$ cat src/inc/fiap_pkg.sv
// package: constants, register map and types of the flash mailbox controller
package fiap_pkg;

   // ==========================================
   // register map (byte addresses on the apb)
   localparam logic [11:0] OFF_STATUS  = 12'h000;
   localparam logic [11:0] OFF_COMMAND = 12'h004;
   localparam logic [11:0] OFF_ADDR_LO = 12'h008;
   localparam logic [11:0] OFF_ADDR_HI = 12'h00c;
   localparam logic [11:0] OFF_DATA    = 12'h010;
   localparam logic [11:0] OFF_CONFIG  = 12'h014;

   // ==========================================
   // field positions and reset values
   localparam int          STAT_REFUSED_BIT = 0;
   localparam int          STAT_BUSY_BIT    = 2;
   localparam int          CMD_IRQ_BIT      = 7;
   localparam int          CFG_IAP_EN_BIT   = 6;
   localparam int          ADDR_HI_BLK_BIT  = 7;
   localparam logic [7:0]  CFG_WR_MASK      = 8'h43;
   localparam logic [7:0]  RST_BYTE         = 8'h00;

   // ==========================================
   // commands, keys and signature addresses
   localparam logic [6:0]  CMD_CHIP_ERASE   = 7'h01;
   localparam logic [6:0]  CMD_SIGNATURE    = 7'h0a;
   localparam logic [6:0]  CMD_SECTOR_ERASE = 7'h0b;
   localparam logic [6:0]  CMD_VERIFY       = 7'h0c;
   localparam logic [6:0]  CMD_BLOCK_ERASE  = 7'h0d;
   localparam logic [6:0]  CMD_PROGRAM      = 7'h0e;
   localparam logic [7:0]  ERASE_KEY        = 8'h55;
   localparam logic [7:0]  SIG_MFR_ADDR     = 8'h30;
   localparam logic [7:0]  SIG_DEV_ADDR     = 8'h31;
   localparam logic [7:0]  SIG_NONE         = 8'hff;

   // ==========================================
   // address window of the overlay and operation lengths in oscillator ticks
   localparam logic [15:0] LOW_WINDOW_TOP   = 16'h2000;
   localparam logic [15:0] TICKS_PROGRAM    = 16'h0014;
   localparam logic [15:0] TICKS_SECTOR     = 16'h0190;
   localparam logic [15:0] TICKS_BLOCK      = 16'h0320;
   localparam logic [15:0] TICKS_CHIP       = 16'h03e8;

   // ==========================================
   // types
   typedef enum logic [1:0] {SRC_PRIMARY, SRC_SECONDARY, SRC_EXTERNAL} fiap_src_t;
   typedef enum logic [2:0] {OP_NONE, OP_PROGRAM, OP_SECTOR, OP_BLOCK, OP_CHIP,
                             OP_READ} fiap_op_t;
   typedef struct packed {
      logic        req;
      fiap_op_t    op;
      logic        blk;
      logic [15:0] addr;
      logic [7:0]  wdata;
   } fiap_flash_t;

endpackage

$ cat src/fiap_bank_map.sv
// bank map: overlay decision, visibility of the issuing code and target block
`timescale 1ns/1ps
`default_nettype none
module fiap_bank_map (
   input  wire logic               external_access_pin_n,
   input  wire logic [1:0]         bank_sel,
   input  wire fiap_pkg::fiap_src_t issue_src,
   input  wire logic [15:0]        issue_pc,
   input  wire logic [15:0]        target_addr,
   output logic                    overlay,
   output logic                    src_visible,
   output logic                    target_blk
);
   logic pc_low;
   logic tgt_low;

   // secondary block sits over the low window of the primary block
   assign overlay = external_access_pin_n && (bank_sel != 2'b00);
   assign pc_low  = issue_pc < fiap_pkg::LOW_WINDOW_TOP;
   assign tgt_low = target_addr < fiap_pkg::LOW_WINDOW_TOP;

   // code hidden by the overlay cannot issue an operation
   always_comb begin
      src_visible = 1'b1;
      target_blk  = 1'b0;
      unique case (issue_src)
         fiap_pkg::SRC_PRIMARY: begin
            src_visible = !(overlay && pc_low);
            target_blk  = 1'b1;
         end
         fiap_pkg::SRC_SECONDARY: begin
            src_visible = overlay && pc_low;
            target_blk  = 1'b0;
         end
         fiap_pkg::SRC_EXTERNAL: begin
            target_blk  = (target_addr[15:13] == 3'b111) || (overlay && tgt_low);
         end
         default: begin
            src_visible = 1'b0;
         end
      endcase
   end
endmodule // fiap_bank_map
`default_nettype wire

$ cat src/fiap_op_timer.sv
// operation timer: runs the timing oscillator and counts its ticks
`timescale 1ns/1ps
`default_nettype none
module fiap_op_timer (
   input  wire logic        core_clk,
   input  wire logic        nrst,
   input  wire logic        start,
   input  wire logic [15:0] len,
   input  wire logic        osc_tick,
   output logic             osc_en,
   output logic             done
);
   logic [15:0] cnt;
   logic [15:0] lim;
   logic [15:0] next_cnt;
   logic [15:0] next_lim;
   logic        next_osc_en;
   logic        next_done;

   // oscillator on only while an operation is timed
   always_comb begin
      next_cnt    = cnt;
      next_lim    = lim;
      next_osc_en = osc_en;
      next_done   = 1'b0;
      if (start) begin
         next_cnt    = 16'h0000;
         next_lim    = len;
         next_osc_en = 1'b1;
      end else if (osc_en && osc_tick) begin
         next_cnt = cnt + 16'h0001;
         if (cnt + 16'h0001 >= lim) begin
            next_osc_en = 1'b0;
            next_done   = 1'b1;
         end
      end
   end

   always_ff @(posedge core_clk) begin
      if (!nrst) begin
         cnt    <= 16'h0000;
         lim    <= 16'h0000;
         osc_en <= 1'b0;
         done   <= 1'b0;
      end else begin
         cnt    <= next_cnt;
         lim    <= next_lim;
         osc_en <= next_osc_en;
         done   <= next_done;
      end
   end
endmodule // fiap_op_timer
`default_nettype wire

$ cat src/fiap_mailbox.sv
// mailbox controller: apb registers, command decode and flash sequencing
//
// What this block does
// - signature command returns maker and device bytes
// - cpu runs from one block, other busy
// - cpu runs external code during reprogramming
// - six mailbox registers start and observe operations
// - core and controller share external clock
// - timing oscillator runs only during operations
// - program addresses are sixteen bits wide
// - pin and bank bits decide overlay
// - hidden block code cannot issue programming
// - hidden block programmable from other block
// - code never modifies its own block, except by chip erase
// - primary-block code targets secondary block
// - secondary-block code targets primary block
// - external code: target from address, banking
// - commands ignored until enable bit set
// - command register write starts the operation
// - status bit two shows operation pending
// - command bit seven raises internal interrupt
// - locked target blocks refuse programming commands
`timescale 1ns/1ps
`default_nettype none
module fiap_mailbox #(
   parameter logic [7:0] MFR_ID = 8'h5a, // arbitrary value
   parameter logic [7:0] DEV_ID = 8'h3c  // arbitrary value
) (
   input  wire logic                core_clk,
   input  wire logic                nrst,
   input  wire logic                psel,
   input  wire logic                penable,
   input  wire logic                pwrite,
   input  wire logic [11:0]         paddr,
   input  wire logic [31:0]         pwdata,
   output logic [31:0]              prdata,
   output logic                     pready,
   output logic                     pslverr,
   input  wire logic                external_access_pin_n,
   input  wire fiap_pkg::fiap_src_t issue_src,
   input  wire logic [15:0]         issue_pc,
   input  wire logic [1:0]          lock_blk,
   input  wire logic                osc_tick,
   input  wire logic [7:0]          flash_rdata,
   output fiap_pkg::fiap_flash_t    flash_cmd,
   output logic                     osc_en,
   output logic [1:0]               blk_busy,
   output logic                     overlay_active,
   output logic                     ext_irq_one,
   output logic                     ext_irq_one_internal
);
   typedef enum logic [1:0] {ST_IDLE, ST_RUN, ST_READ} fiap_state_t;

   // ==========================================
   // state
   fiap_state_t           st;
   fiap_state_t           next_st;
   logic [7:0]            cmd;
   logic [7:0]            next_cmd;
   logic [7:0]            addr_lo;
   logic [7:0]            next_addr_lo;
   logic [7:0]            addr_hi;
   logic [7:0]            next_addr_hi;
   logic [7:0]            data;
   logic [7:0]            next_data;
   logic [7:0]            cfg;
   logic [7:0]            next_cfg;
   logic                  refused;
   logic                  next_refused;
   logic [31:0]           next_prdata;
   logic                  next_pready;
   logic                  next_pslverr;
   fiap_pkg::fiap_flash_t next_flash;
   logic [1:0]            next_blk_busy;
   logic                  next_overlay;
   logic                  next_irq;
   logic                  next_irq_int;

   // ==========================================
   // decode wires
   logic                  acc;
   logic                  hit;
   logic                  wr;
   logic                  wr_cmd;
   logic                  iap_en;
   logic                  busy;
   logic                  accept;
   logic [31:0]           rd_mux;
   logic [15:0]           tgt_addr;
   logic                  map_overlay;
   logic                  map_visible;
   logic                  map_tgt;
   fiap_pkg::fiap_op_t    dec_op;
   logic                  dec_blk;
   logic [15:0]           dec_len;
   logic                  dec_sig;
   logic                  dec_bad;
   logic                  refuse;
   logic                  tstart;
   logic                  tdone;

   // ==========================================
   // submodules
   fiap_bank_map u_map (
      .external_access_pin_n (external_access_pin_n),
      .bank_sel              (cfg[1:0]),
      .issue_src             (issue_src),
      .issue_pc              (issue_pc),
      .target_addr           (tgt_addr),
      .overlay               (map_overlay),
      .src_visible           (map_visible),
      .target_blk            (map_tgt)
   );

   fiap_op_timer u_timer (
      .core_clk (core_clk),
      .nrst     (nrst),
      .start    (tstart),
      .len      (dec_len),
      .osc_tick (osc_tick),
      .osc_en   (osc_en),
      .done     (tdone)
   );

   // ==========================================
   // apb decode: three-cycle access with one wait cycle, completes when pready is high
   assign acc      = psel && penable;
   assign wr       = acc && pready && pwrite && !pslverr;
   assign wr_cmd   = wr && (paddr == fiap_pkg::OFF_COMMAND);
   assign iap_en   = cfg[fiap_pkg::CFG_IAP_EN_BIT];
   assign busy     = (st != ST_IDLE);
   assign accept   = wr_cmd && !busy && iap_en;
   assign tgt_addr = {addr_hi, addr_lo};

   // address match and read mux of the six mailbox registers
   always_comb begin
      hit    = 1'b1;
      rd_mux = 32'h0000_0000;
      unique case (paddr)
         fiap_pkg::OFF_STATUS: begin
            rd_mux[fiap_pkg::STAT_BUSY_BIT]    = busy;
            rd_mux[fiap_pkg::STAT_REFUSED_BIT] = refused;
         end
         fiap_pkg::OFF_COMMAND: rd_mux[7:0] = cmd;
         fiap_pkg::OFF_ADDR_LO: rd_mux[7:0] = addr_lo;
         fiap_pkg::OFF_ADDR_HI: rd_mux[7:0] = addr_hi;
         fiap_pkg::OFF_DATA:    rd_mux[7:0] = data;
         fiap_pkg::OFF_CONFIG:  rd_mux[7:0] = cfg;
         default:               hit         = 1'b0;
      endcase
   end

   // command decode against the written command byte
   always_comb begin
      dec_op  = fiap_pkg::OP_NONE;
      dec_blk = map_tgt;
      dec_len = 16'h0000;
      dec_sig = 1'b0;
      dec_bad = 1'b0;
      case (pwdata[6:0])
         fiap_pkg::CMD_PROGRAM: begin
            dec_op  = fiap_pkg::OP_PROGRAM;
            dec_len = fiap_pkg::TICKS_PROGRAM;
         end
         fiap_pkg::CMD_SECTOR_ERASE: begin
            dec_op  = fiap_pkg::OP_SECTOR;
            dec_len = fiap_pkg::TICKS_SECTOR;
         end
         fiap_pkg::CMD_BLOCK_ERASE: begin
            dec_op  = fiap_pkg::OP_BLOCK;
            dec_len = fiap_pkg::TICKS_BLOCK;
            dec_blk = addr_hi[fiap_pkg::ADDR_HI_BLK_BIT];
            dec_bad = (data != fiap_pkg::ERASE_KEY);
         end
         fiap_pkg::CMD_CHIP_ERASE: begin
            dec_op  = fiap_pkg::OP_CHIP;
            dec_len = fiap_pkg::TICKS_CHIP;
            dec_bad = external_access_pin_n || (data != fiap_pkg::ERASE_KEY);
         end
         fiap_pkg::CMD_VERIFY: dec_op  = fiap_pkg::OP_READ;
         fiap_pkg::CMD_SIGNATURE: dec_sig = 1'b1;
         default: dec_op = fiap_pkg::OP_NONE;
      endcase
   end

   // refusal: hidden source, own block, locked target
   always_comb begin
      refuse = 1'b0;
      if (dec_op != fiap_pkg::OP_NONE) begin
         if (!map_visible) begin
            refuse = 1'b1;
         end
         if (dec_op == fiap_pkg::OP_CHIP) begin
            refuse = refuse || (lock_blk != 2'b00);
         end else if (dec_op != fiap_pkg::OP_READ) begin
            refuse = refuse || lock_blk[dec_blk];
            if (issue_src != fiap_pkg::SRC_EXTERNAL) begin
               refuse = refuse ||
                        (dec_blk == (issue_src == fiap_pkg::SRC_SECONDARY));
            end
         end
         refuse = refuse || dec_bad;
      end
   end

   assign tstart = accept && !refuse && (dec_len != 16'h0000);

   // ==========================================
   // next state of registers, bus answer and sequencer
   always_comb begin
      next_st         = st;
      next_cmd        = cmd;
      next_addr_lo    = addr_lo;
      next_addr_hi    = addr_hi;
      next_data       = data;
      next_cfg        = cfg;
      next_refused    = refused;
      next_flash      = flash_cmd;
      next_flash.req  = 1'b0;
      next_blk_busy   = blk_busy;
      next_overlay    = map_overlay;
      next_irq        = tdone && cmd[fiap_pkg::CMD_IRQ_BIT];
      next_irq_int    = iap_en && cmd[fiap_pkg::CMD_IRQ_BIT];
      next_pready     = acc && !pready;
      next_pslverr    = acc && !pready && !hit;
      next_prdata     = (acc && !pready) ? rd_mux : prdata;
      // plain register writes
      if (wr && paddr == fiap_pkg::OFF_ADDR_LO) begin
         next_addr_lo = pwdata[7:0];
      end
      if (wr && paddr == fiap_pkg::OFF_ADDR_HI) begin
         next_addr_hi = pwdata[7:0];
      end
      if (wr && paddr == fiap_pkg::OFF_DATA) begin
         next_data = pwdata[7:0];
      end
      if (wr && paddr == fiap_pkg::OFF_CONFIG) begin
         next_cfg = pwdata[7:0] & fiap_pkg::CFG_WR_MASK;
      end
      // accepted command write
      if (accept) begin
         next_cmd     = pwdata[7:0];
         next_refused = refuse;
         if (dec_sig) begin
            if (addr_lo == fiap_pkg::SIG_MFR_ADDR) begin
               next_data = MFR_ID;
            end else if (addr_lo == fiap_pkg::SIG_DEV_ADDR) begin
               next_data = DEV_ID;
            end else begin
               next_data = fiap_pkg::SIG_NONE;
            end
         end else if (!refuse && dec_op != fiap_pkg::OP_NONE) begin
            next_flash.req   = 1'b1;
            next_flash.op    = dec_op;
            next_flash.blk   = dec_blk;
            next_flash.addr  = tgt_addr;
            next_flash.wdata = data;
            if (dec_op == fiap_pkg::OP_READ) begin
               next_st = ST_READ;
            end else begin
               next_st = ST_RUN;
               // only the target block stalls and the other keeps fetching, except chip erase, which stalls both
               if (dec_op == fiap_pkg::OP_CHIP) begin
                  next_blk_busy = 2'b11;
               end else begin
                  next_blk_busy = dec_blk ? 2'b10 : 2'b01;
               end
            end
         end
      end
      // sequencer progress
      unique case (st)
         ST_IDLE: begin
         end
         ST_READ: begin
            next_data = flash_rdata;
            next_st   = ST_IDLE;
         end
         ST_RUN: begin
            if (tdone) begin
               next_st       = ST_IDLE;
               next_blk_busy = 2'b00;
            end
         end
      endcase
   end

   always_ff @(posedge core_clk) begin
      if (!nrst) begin
         st                   <= ST_IDLE;
         cmd                  <= fiap_pkg::RST_BYTE;
         addr_lo              <= fiap_pkg::RST_BYTE;
         addr_hi              <= fiap_pkg::RST_BYTE;
         data                 <= fiap_pkg::RST_BYTE;
         cfg                  <= fiap_pkg::RST_BYTE;
         refused              <= 1'b0;
         prdata               <= 32'h0000_0000;
         pready               <= 1'b0;
         pslverr              <= 1'b0;
         flash_cmd            <= '0;
         blk_busy             <= 2'b00;
         overlay_active       <= 1'b0;
         ext_irq_one          <= 1'b0;
         ext_irq_one_internal <= 1'b0;
      end else begin
         st                   <= next_st;
         cmd                  <= next_cmd;
         addr_lo              <= next_addr_lo;
         addr_hi              <= next_addr_hi;
         data                 <= next_data;
         cfg                  <= next_cfg;
         refused              <= next_refused;
         prdata               <= next_prdata;
         pready               <= next_pready;
         pslverr              <= next_pslverr;
         flash_cmd            <= next_flash;
         blk_busy             <= next_blk_busy;
         overlay_active       <= next_overlay;
         ext_irq_one          <= next_irq;
         ext_irq_one_internal <= next_irq_int;
      end
   end
endmodule // fiap_mailbox
`default_nettype wire

$ cat config.mk
export PLATFORM = sky130hd
export DESIGN_NAME = fiap_mailbox
export DESIGN_NICKNAME = d
export VERILOG_FILES = /design/src/inc/fiap_pkg.sv /design/src/fiap_bank_map.sv /design/src/fiap_op_timer.sv /design/src/fiap_mailbox.sv
export SDC_FILE = /design/constraint.sdc
export NUM_CORES = 1
export LEC_CHECK = 0
export ABC_AREA = 1
export BUFFER_PORTS_ARGS = -buffer_cell sky130_fd_sc_hd__buf_2
export CORE_AREA = 2 2 106 108
export DETAILED_ROUTE_END_ITERATION = 16
export DIE_AREA = 0 0 108 110
export PLACE_DENSITY = 0.82
export SYNTH_ARGS = -nofsm -noshare
export SYNTH_HDL_FRONTEND = slang
export SYNTH_SLANG_ARGS = --single-unit
$ cat constraint.sdc
create_clock -name core_clk -period 2.95 [get_ports core_clk]
set_input_delay 0.59 -clock core_clk [delete_from_list [all_inputs] [get_ports core_clk]]
set_output_delay 0.59 -clock core_clk [all_outputs]
set_load 0.02 [all_outputs]
==> results of run 1 <==
## final timing paths
check / startpoint / end / slack (ns) / cells past startpoint
worst max-delay path: u_timer.cnt[4]$_SDFFE_PP0P_ / u_timer.osc_en$_SDFFE_PN0P_ / 0.42 / 19
worst min-delay path: flash_cmd[24]$_SDFFE_PN0P_ / flash_cmd[24]$_SDFFE_PN0P_ / 0.46 / 2
worst max register to register: u_timer.cnt[4]$_SDFFE_PP0P_ / u_timer.osc_en$_SDFFE_PN0P_ / 0.42 / 19
worst min register to register: flash_cmd[24]$_SDFFE_PN0P_ / flash_cmd[24]$_SDFFE_PN0P_ / 0.46 / 2
## kinds of logic (layout without fill, tap and decap cells)
family          count (synthesis)  count (layout)  share of synthesized area, %
other cells                     1              24                        0.0675
flops                         106             106                          38.2
xor+xnor                       13              13                          2.05
compound gates                153             153                          14.8
fa+ha+maj                      13              13                          2.93
buf+inv                       152             210                          12.9
simple gates                  348             348                          29.1
## area by class of cell
class / instances / area [um^2] / area share [%]
Multi-Input combinational cell: 551 / 2800 / 45.3
Inverter: 101 / 379 / 6.13
Clock inverter: 4 / 73.8 / 1.19
Sequential cell: 106 / 2120 / 34.3
Tap cell: 140 / 175 / 2.83
Timing Repair Buffer: 94 / 490 / 7.93
Clock buffer: 11 / 141 / 2.29
## critical path, stage by stage (launching register included)
cell,delay [ns]
dfxtp_1,0.42
inv_1,0.09
nor3_1,0.34
nand2_1,0.08
nor2_1,0.15
nor2_1,0.08
ha_1,0.29
nand2_1,0.09
inv_1,0.04
a21oi_1,0.13
nand2_1,0.07
nand2_1,0.05
nand2_1,0.04
nand2_1,0.05
nand3_1,0.06
nor2_1,0.10
nand3_1,0.10
nand2_1,0.10
nand2_1,0.06
a21oi_1,0.12
## metal layers
layer	vias to the layer above	global-route usage, %	part of all wire [%]	wire length (um)
li1	2673	-	-	-
met1	2378	29.7	43	5900
met2	216	39.8	47	6450
met3	35	3.29	7.5	1030
met4	0	9.16	2.5	341
met5	-	0	0	0
## per-stage QoR
stage	utilization [%]	instance area, um^2
floorplan	-	5640
global placement	55.8	5970
detailed placement	55.8	5970
CTS	57.8	6180
global route	57.8	6180
finish	57.8	6180
## cell usage in the layout (no fill, tap or decap), types with 2 or more instances in the layout
cell         n
nand2_1    167
dfxtp_1    106
inv_1       92
buf_2       86
a21oi_1     77
nor2_1      71
o21ai_0     49
nand4_1     36
nand3_1     33
conb_1      24
nor3_1      13
ha_1        13
xor2_1      10
clkbuf_8    10
inv_2        8
buf_4        8
nand2_2      7
o211ai_1     6
nor4_1       6
nand3_2      5
a31oi_1      4
o22ai_1      4
nor2_4       3
xnor2_1      3
o21ai_1      3
a21oi_2      2
o2111ai_1    2
a211oi_1     2
bufinv_16    2
## power groups by stage
stage / clock network (mW) / registers [mW] / logic [mW]
6_report: 0.992 / 1.44 / 0.173
5_1_grt: 1.06 / 1.44 / 0.190
4_1_cts: 0.998 / 1.44 / 0.170
3_5_place_dp: 0 / 1.47 / 0.170
3_3_place_gp: 0 / 1.47 / 0.168
2_1_floorplan: 0 / 1.47 / 0.130
## registers in the layout, indices dropped and copies added (netlist names), 3 cells and up
name,count
flash_cmd,29
u_timer.cnt,16
cfg,3
prdata,8
u_timer.lim,6
addr_hi,8
cmd,8
data,8
addr_lo,8
==> flow_summary.yaml, run 1 <==
synth:
  synth.top_cells.by_count: "nand2_1 (167), dfxtp_1 (106), inv_1 (92)"
  yosysWarnings: 0
  yosys_most_used_dff: "dfxtp_1"
  synth_most_common_cell: "nand2_1"
  async_flop_share_pct: 0
  ys_seq_elements: 106
  netlist_instances: 786
  yosys.area.top_type: "dfxtp_1"
  ys_top_cells_by_area: "dfxtp_1 (38%), nand2_1 (11%), a21oi_1 (6.9%)"
  syn_area_um2: 5550
  ys_types: 41
  synth-edff-count: 0
  yosysSeqAreaShare_pct: 38.2
  synth_top_area_share_pct: 38.2
  syn_area_per_cell_um2: 7.06
critical_path:
  worstPathMaxFanout: 5
  cp-start-kind: "flip-flop"
  cp.required_ns: 3.26
  worstSetupPathType: "reg2reg"
  endpoint_kind: "flip-flop"
  arrival_ns: 2.84
floorplan:
  io_pins: 148
  die_w_um: 108
  fp-row-count: 38
  core_um2: 10700
  die_y_um: 110
  start_util_pct: 51.9
  fp.dieArea_um2: 11900
power_and_ir_drop:
  p_total_mw: 2.60
  p_sw_mw: 0.622
  seqPwrFrac_pct: 55.2
  intPower_mw: 1.98
  power_density_nw_per_um2: 421
  comb_power_share_pct: 6.6
  ir_drop_mv: 0.251
  p_sw_share_pct: 23.9
  p_leak_nw: 2.65
  p_clk_share_pct: 38.2
timing:
  timing.hold.ws_ns: 0.460
  tns_ns: 0
  fin_crit_sh_pct: 85.6
  clock_skew_ns: 0.0202
  fin_crit_ns: 2.53
  rsz0062_at_grt: "false"
  hold_viol: 0
  max_slew_margin_pct: 44.6
  worst_pin_slew_ns: 0.824
  setup_viol: 0
  fin_ws_ns: 0.423
  slew_violations: 0
  fmax_mhz: 396
global_route:
  gr-total-overflow: 0
  grt_pass1_vias: 4682
  antenna_found_initial: 0
  grt_usage_pct: 23.2
  grt_max_degree: 46
  grt_pass1_wl_um: 21800
route:
  routed-via-count: 5302
  routed_wl_um: 13700
  post_drt_wl_per_cell_um: 13.6
  drc: 0
  drt_pre_antenna_iters: 5
  viasPerCell: 5.27
  drt_iter0_drc: 408
  postRouteAntennaNets: 0
clock_network:
  clockBufferDepth: 2
  insertion_delay_ns: 0.38
  root_buffer: "clkbuf_8"
  postCtsSetupBuffers: 0
  clock_sinks: 106
  cts_hold_buf: 0
  cts.repair.resized: 0
  clk_pin_slew_ns: 0.11
  cts_made_buffers: 9
  cts_max_level: 3
  cts_tree: "done"
cells_and_area:
  fillers: 1010
  instances_no_fill: 1007
  antenna_cells: 0
  synthToLayoutAreaGrowth_pct: 11.4
  drive_gt1_share_pct: 16.0
  nNetsFinal: 955
placed_design:
  globalplace.congestion: 0.979
  dp.final_hpwl_um: 10000
  dp_slack_ns: 0.405
  io_buffers: 86
  dp_cells: 992
job:
  drv_cap: 0
status:
  run_status: "complete, no violations"
worst_hold_path:
  hold_path.class: "reg2reg"
Note: power is estimated with default switching activity, not from simulation.
==> run 2: changes to the inputs <==
CORE_AREA = 2 2 101 113   (was 2 2 106 108)
DIE_AREA = 0 0 103 115   (was 0 0 108 110)
==> flow_summary.yaml, run 2 (same netlist as run 1, synthesis figures left out) <==
route:
  drc: 0
  drt_iter0_drc: 309
  post_drt_wl_per_cell_um: 13.6
  viasPerCell: 5.27
  routed-via-count: 5358
  drt_pre_antenna_iters: 5
  postRouteAntennaNets: 0
  routed_wl_um: 13900
timing:
  max_slew_margin_pct: 46.7
  rsz0062_at_grt: "false"
  fin_crit_sh_pct: 88.0
  fmax_mhz: 385
  worst_pin_slew_ns: 0.800
  setup_viol: 0
  tns_ns: 0
  clock_skew_ns: 0.00782
  hold_viol: 0
  slew_violations: 0
  fin_crit_ns: 2.60
clock_network:
  cts_max_level: 3
  cts_tree: "done"
  clk_pin_slew_ns: 0.08
  clock_sinks: 106
  postCtsSetupBuffers: 0
  clockBufferDepth: 2
  cts_made_buffers: 9
  cts_hold_buf: 0
  cts.repair.resized: 0
  root_buffer: "clkbuf_16"
  insertion_delay_ns: 0.35
critical_path:
  cp-startpoint: "u_timer.cnt[4]$_SDFFE_PP0P_"
  worstPathMaxFanout: 5
  cp.required_ns: 3.22
  worstSetupPathType: "reg2reg"
  reg2reg_from: "u_timer.cnt[4]$_SDFFE_PP0P_"
  cp-start-kind: "flip-flop"
  arrival_ns: 2.86
  endpoint_kind: "flip-flop"
global_route:
  grt_max_degree: 46
  grt_pass1_vias: 4773
  grt_usage_pct: 24.0
  gr-total-overflow: 0
  grt_pass1_wl_um: 22200
  antenna_found_initial: 0
floorplan:
  die_y_um: 115
  core_um2: 10700
  io_pins: 148
  fp.dieArea_um2: 11800
  fp-row-count: 40
  die_w_um: 103
  start_util_pct: 51.8
cells_and_area:
  nNetsFinal: 956
  largest_register_ffs: 29
  layout_commonest_cell: "nand2_1"
  antenna_cells: 0
  largestRegisters: "flash_cmd: 29 flops, u_timer.cnt: 16 flops"
  fillers: 1015
  synthToLayoutAreaGrowth_pct: 13.1
  drive_gt1_share_pct: 16.3
  regMostFlops: "flash_cmd"
  final_cell_mix: "nand2_1 (167), dfxtp_1 (106), inv_1 (92), buf_2 (86), a21oi_1 (77)"
  finalInstanceArea_um2: 6280
power_and_ir_drop:
  p_leak_nw: 2.69
  ir_drop_mv: 0.272
  power_density_nw_per_um2: 444
placed_design:
  io_buffers: 86
  dp.final_hpwl_um: 10300
  dpl_cell_area_um2: 5980
  globalplace.congestion: 0.949
status:
  run_status: "complete, no violations"
job:
  drv_cap: 0
worst_hold_path:
  hold_path.class: "reg2reg"
  min_from: "flash_cmd[24]$_SDFFE_PN0P_"
==> run 2: cell count changes in the layout (fill, tap and decap cells not counted), sizes merged <==
cell	before	now
clkbuf	11	9
inv	101	104
clkinv	2	4
bufinv	2	0
buf	94	95
==> run 2: metal layers <==
layer,GRT usage (%),part of all wire (%),up-vias,routed length (um)
li1,-,-,2699,-
met1,29.5,42,2428,5760
met2,40.1,48,192,6650
met3,3.83,6.8,39,940
met4,12.4,3.6,0,493
met5,0,0,-,0
==> run 2: final timing paths <==
| path | to | cells past startpoint | slack [ns] |
|---|---|---|---|
| max | u_timer.osc_en$_SDFFE_PN0P_ | 19 | 0.35 |
| min | flash_cmd[24]$_SDFFE_PN0P_ | 2 | 0.44 |
| max reg2reg | u_timer.osc_en$_SDFFE_PN0P_ | 19 | 0.35 |
| min reg2reg | flash_cmd[24]$_SDFFE_PN0P_ | 2 | 0.44 |
==> run 2: report_power, final <==
part	total [mW]	switching, mW	internal [mW]
Combinational	0.175	0.130	0.0457
Sequential	1.43	0.00180	1.43
Clock	1.18	0.582	0.595
==> run 2: per-stage QoR <==
| step | worst slack, ns | std cells | total power [mW] | utilization, % | hold slack, ns |
|---|---|---|---|---|---|
| floorplan | 0.764 | 809 | 1.60 | - | 0.430 |
| global placement | 0.420 | 1000 | 1.64 | 55.9 | 0.437 |
| detailed placement | 0.369 | 1000 | 1.64 | 55.9 | 0.437 |
| CTS | 0.351 | 1016 | 2.79 | 58.6 | 0.448 |
| global route | 0.0738 | 1016 | 2.88 | 58.6 | 0.476 |
| finish | 0.353 | 1016 | 2.79 | 58.6 | 0.444 |
==> run 2: critical path, cell delays in order, from the launching register on <==
cell	delay, ns
dfxtp_1	0.41
inv_1	0.08
nor3_1	0.41
nand2_1	0.09
nor2_1	0.13
nor2_1	0.08
ha_1	0.29
nand2_1	0.09
inv_1	0.04
a21oi_1	0.14
nand2_1	0.08
nand2_1	0.06
nand2_1	0.04
nand2_1	0.05
nand3_1	0.06
nor2_1	0.10
nand3_1	0.07
nand2_1	0.09
nand2_1	0.06
a21oi_1	0.15
==> run 2: area by class of cell <==
type	count	area (um^2)	area share, %
Sequential cell	106	2120	33.8
Timing Repair Buffer	95	498	7.93
Inverter	101	379	6.04
Clock inverter	7	67.6	1.08
Clock buffer	9	225	3.59
Multi-Input combinational cell	551	2800	44.6
Tap cell	147	184	2.93
==> run 3: changes to the inputs <==
==> constraint.sdc (replaced) <==
create_clock -name core_clk -period 2.95 [get_ports core_clk]
set_input_delay 0.295 -clock core_clk [delete_from_list [all_inputs] [get_ports core_clk]]
set_output_delay 0.295 -clock core_clk [all_outputs]
set_load 0.02 [all_outputs]
==> flow_summary.yaml, run 3 (same netlist as run 1, synthesis figures left out) <==
clock_network:
  cts.repair.resized: 0
  clock_sinks: 106
  cts_max_level: 3
  postCtsSetupBuffers: 0
  clk_pin_slew_ns: 0.07
  insertion_delay_ns: 0.35
  clockBufferDepth: 2
  cts_hold_buf: 0
  cts_made_buffers: 9
  root_buffer: "clkbuf_16"
  cts_tree: "done"
timing:
  clock_skew_ns: 0.0109
  fmax_mhz: 391
  worst_pin_slew_ns: 0.763
  timing.hold.ws_ns: 0.197
  max_slew_margin_pct: 49.2
  hold_viol: 0
  fin_crit_sh_pct: 86.8
  rsz0062_at_grt: "false"
  slew_violations: 0
  setup_viol: 0
  tns_ns: 0
  fin_crit_ns: 2.56
critical_path:
  worstPathMaxFanout: 5
  arrival_ns: 2.83
  rrSetupSlack_ns: 0.39
  worst-r2r-cell-count: 19
  worstSetupPathType: "reg2reg"
  endpoint_kind: "flip-flop"
  r2r_end: "u_timer.osc_en$_SDFFE_PN0P_"
  cp.required_ns: 3.22
  cp-start-kind: "flip-flop"
  reg2reg_from: "u_timer.cnt[4]$_SDFFE_PP0P_"
status:
  run_status: "complete, no violations"
power_and_ir_drop:
  p_total_mw: 2.78
  ir_drop_mv: 0.298
  power_density_nw_per_um2: 443
  p_leak_nw: 2.68
job:
  drv_cap: 0
worst_hold_path:
  hold_path.class: "in2reg"
  hold_depth: 3
  min_to: "data[1]$_SDFF_PN0_"
  min_from: "flash_rdata[1]"
floorplan:
  die_w_um: 103
  fp.dieArea_um2: 11800
  die_y_um: 115
  io_pins: 148
  start_util_pct: 51.8
  core_um2: 10700
  fp-row-count: 40
route:
  post_drt_wl_per_cell_um: 13.8
  routed-via-count: 5370
  drt_iter0_drc: 263
  viasPerCell: 5.29
  drc: 0
  postRouteAntennaNets: 0
  routed_wl_um: 14000
  drt_pre_antenna_iters: 5
global_route:
  gr-total-overflow: 0
  antenna_found_initial: 0
  grt_pass1_wl_um: 22200
  grt_max_degree: 46
  grt_pass1_vias: 4872
  grt_usage_pct: 23.8
cells_and_area:
  nNetsFinal: 956
  fillers: 1075
  largestRegisters: "flash_cmd: 29 flops, u_timer.cnt: 16 flops"
  drive_gt1_share_pct: 16.2
  layout_commonest_cell: "nand2_1"
  finalInstanceArea_um2: 6270
  antenna_cells: 0
  final_cell_mix: "nand2_1 (167), dfxtp_1 (106), inv_1 (92), buf_2 (86), a21oi_1 (77)"
  regMostFlops: "flash_cmd"
  synthToLayoutAreaGrowth_pct: 13.0
  largest_register_ffs: 29
placed_design:
  globalplace.congestion: 0.975
  io_buffers: 86
  dp.final_hpwl_um: 10600
  dpl_cell_area_um2: 5980
run 3: cell types whose count changed in the layout (fill, tap and decap cells not counted):
| cell | previous run | this run |
|---|---|---|
| clkbuf_1 | 0 | 1 |
| clkinv_2 | 1 | 0 |
| clkinv_8 | 1 | 0 |
| inv_8 | 1 | 2 |
run 3: how the worst max path moves through the flow:
stage | to | start
after detailed placement | u_timer.osc_en$_SDFFE_PN0P_ | u_timer.cnt[4]$_SDFFE_PP0P_
after global placement | u_timer.cnt[11]$_SDFFE_PP0P_ | pwdata[6]
final | u_timer.osc_en$_SDFFE_PN0P_ | u_timer.cnt[4]$_SDFFE_PP0P_
after CTS | u_timer.osc_en$_SDFFE_PN0P_ | u_timer.cnt[4]$_SDFFE_PP0P_
after global routing | u_timer.osc_en$_SDFFE_PN0P_ | u_timer.cnt[4]$_SDFFE_PP0P_
after floorplan | u_timer.osc_en$_SDFFE_PN0P_ | u_timer.cnt[0]$_SDFFE_PP0P_
run 3: through the flow:
| stage | utilization [%] | setup slack, ns | std cells |
|---|---|---|---|
| 3_3_place_gp | 55.9 | 0.480 | 1000 |
| 5_1_grt | 58.6 | 0.0614 | 1016 |
| 6_report | 58.6 | 0.391 | 1016 |
| 2_1_floorplan | - | 0.764 | 809 |
| 4_1_cts | 58.6 | 0.402 | 1016 |
| 3_5_place_dp | 55.9 | 0.437 | 1000 |
run 3: cell type report:
class / instances / area (um^2) / share of cell area, %
multi-input cells: 551 / 2800 / 44.7
flip-flops and latches: 106 / 2120 / 33.8
repair buffers: 95 / 498 / 7.94
inverters: 101 / 379 / 6.05
clock buffers: 10 / 229 / 3.65
well taps: 147 / 184 / 2.93
clock inverters: 6 / 57.6 / 0.918
run 3: power breakdown:
part	internal, mW	total (mW)	switching [mW]
Sequential	1.43	1.43	0.00195
Clock	0.596	1.17	0.574
Combinational	0.0455	0.174	0.129
run 3: critical path, stage by stage, from the launching register on:
cell and delay [ns]:
dfxtp_1 0.41, inv_1 0.08, nor3_1 0.43, nand2_1 0.10, nor2_1 0.14, nor2_1 0.08
ha_1 0.29, nand2_1 0.09, inv_1 0.04, a21oi_1 0.13, nand2_1 0.06, nand2_1 0.05
nand2_1 0.05, nand2_1 0.05, nand3_1 0.06, nor2_1 0.09, nand3_1 0.07, nand2_1 0.09
nand2_1 0.06, a21oi_1 0.12
run 3: per-layer routing:
metal | part of all wire, % | GRT usage (%)
met1 | 40 | 27.9
met2 | 49 | 41.5
met3 | 7.5 | 4.19
met4 | 4.0 | 11.2
met5 | 0 | 0
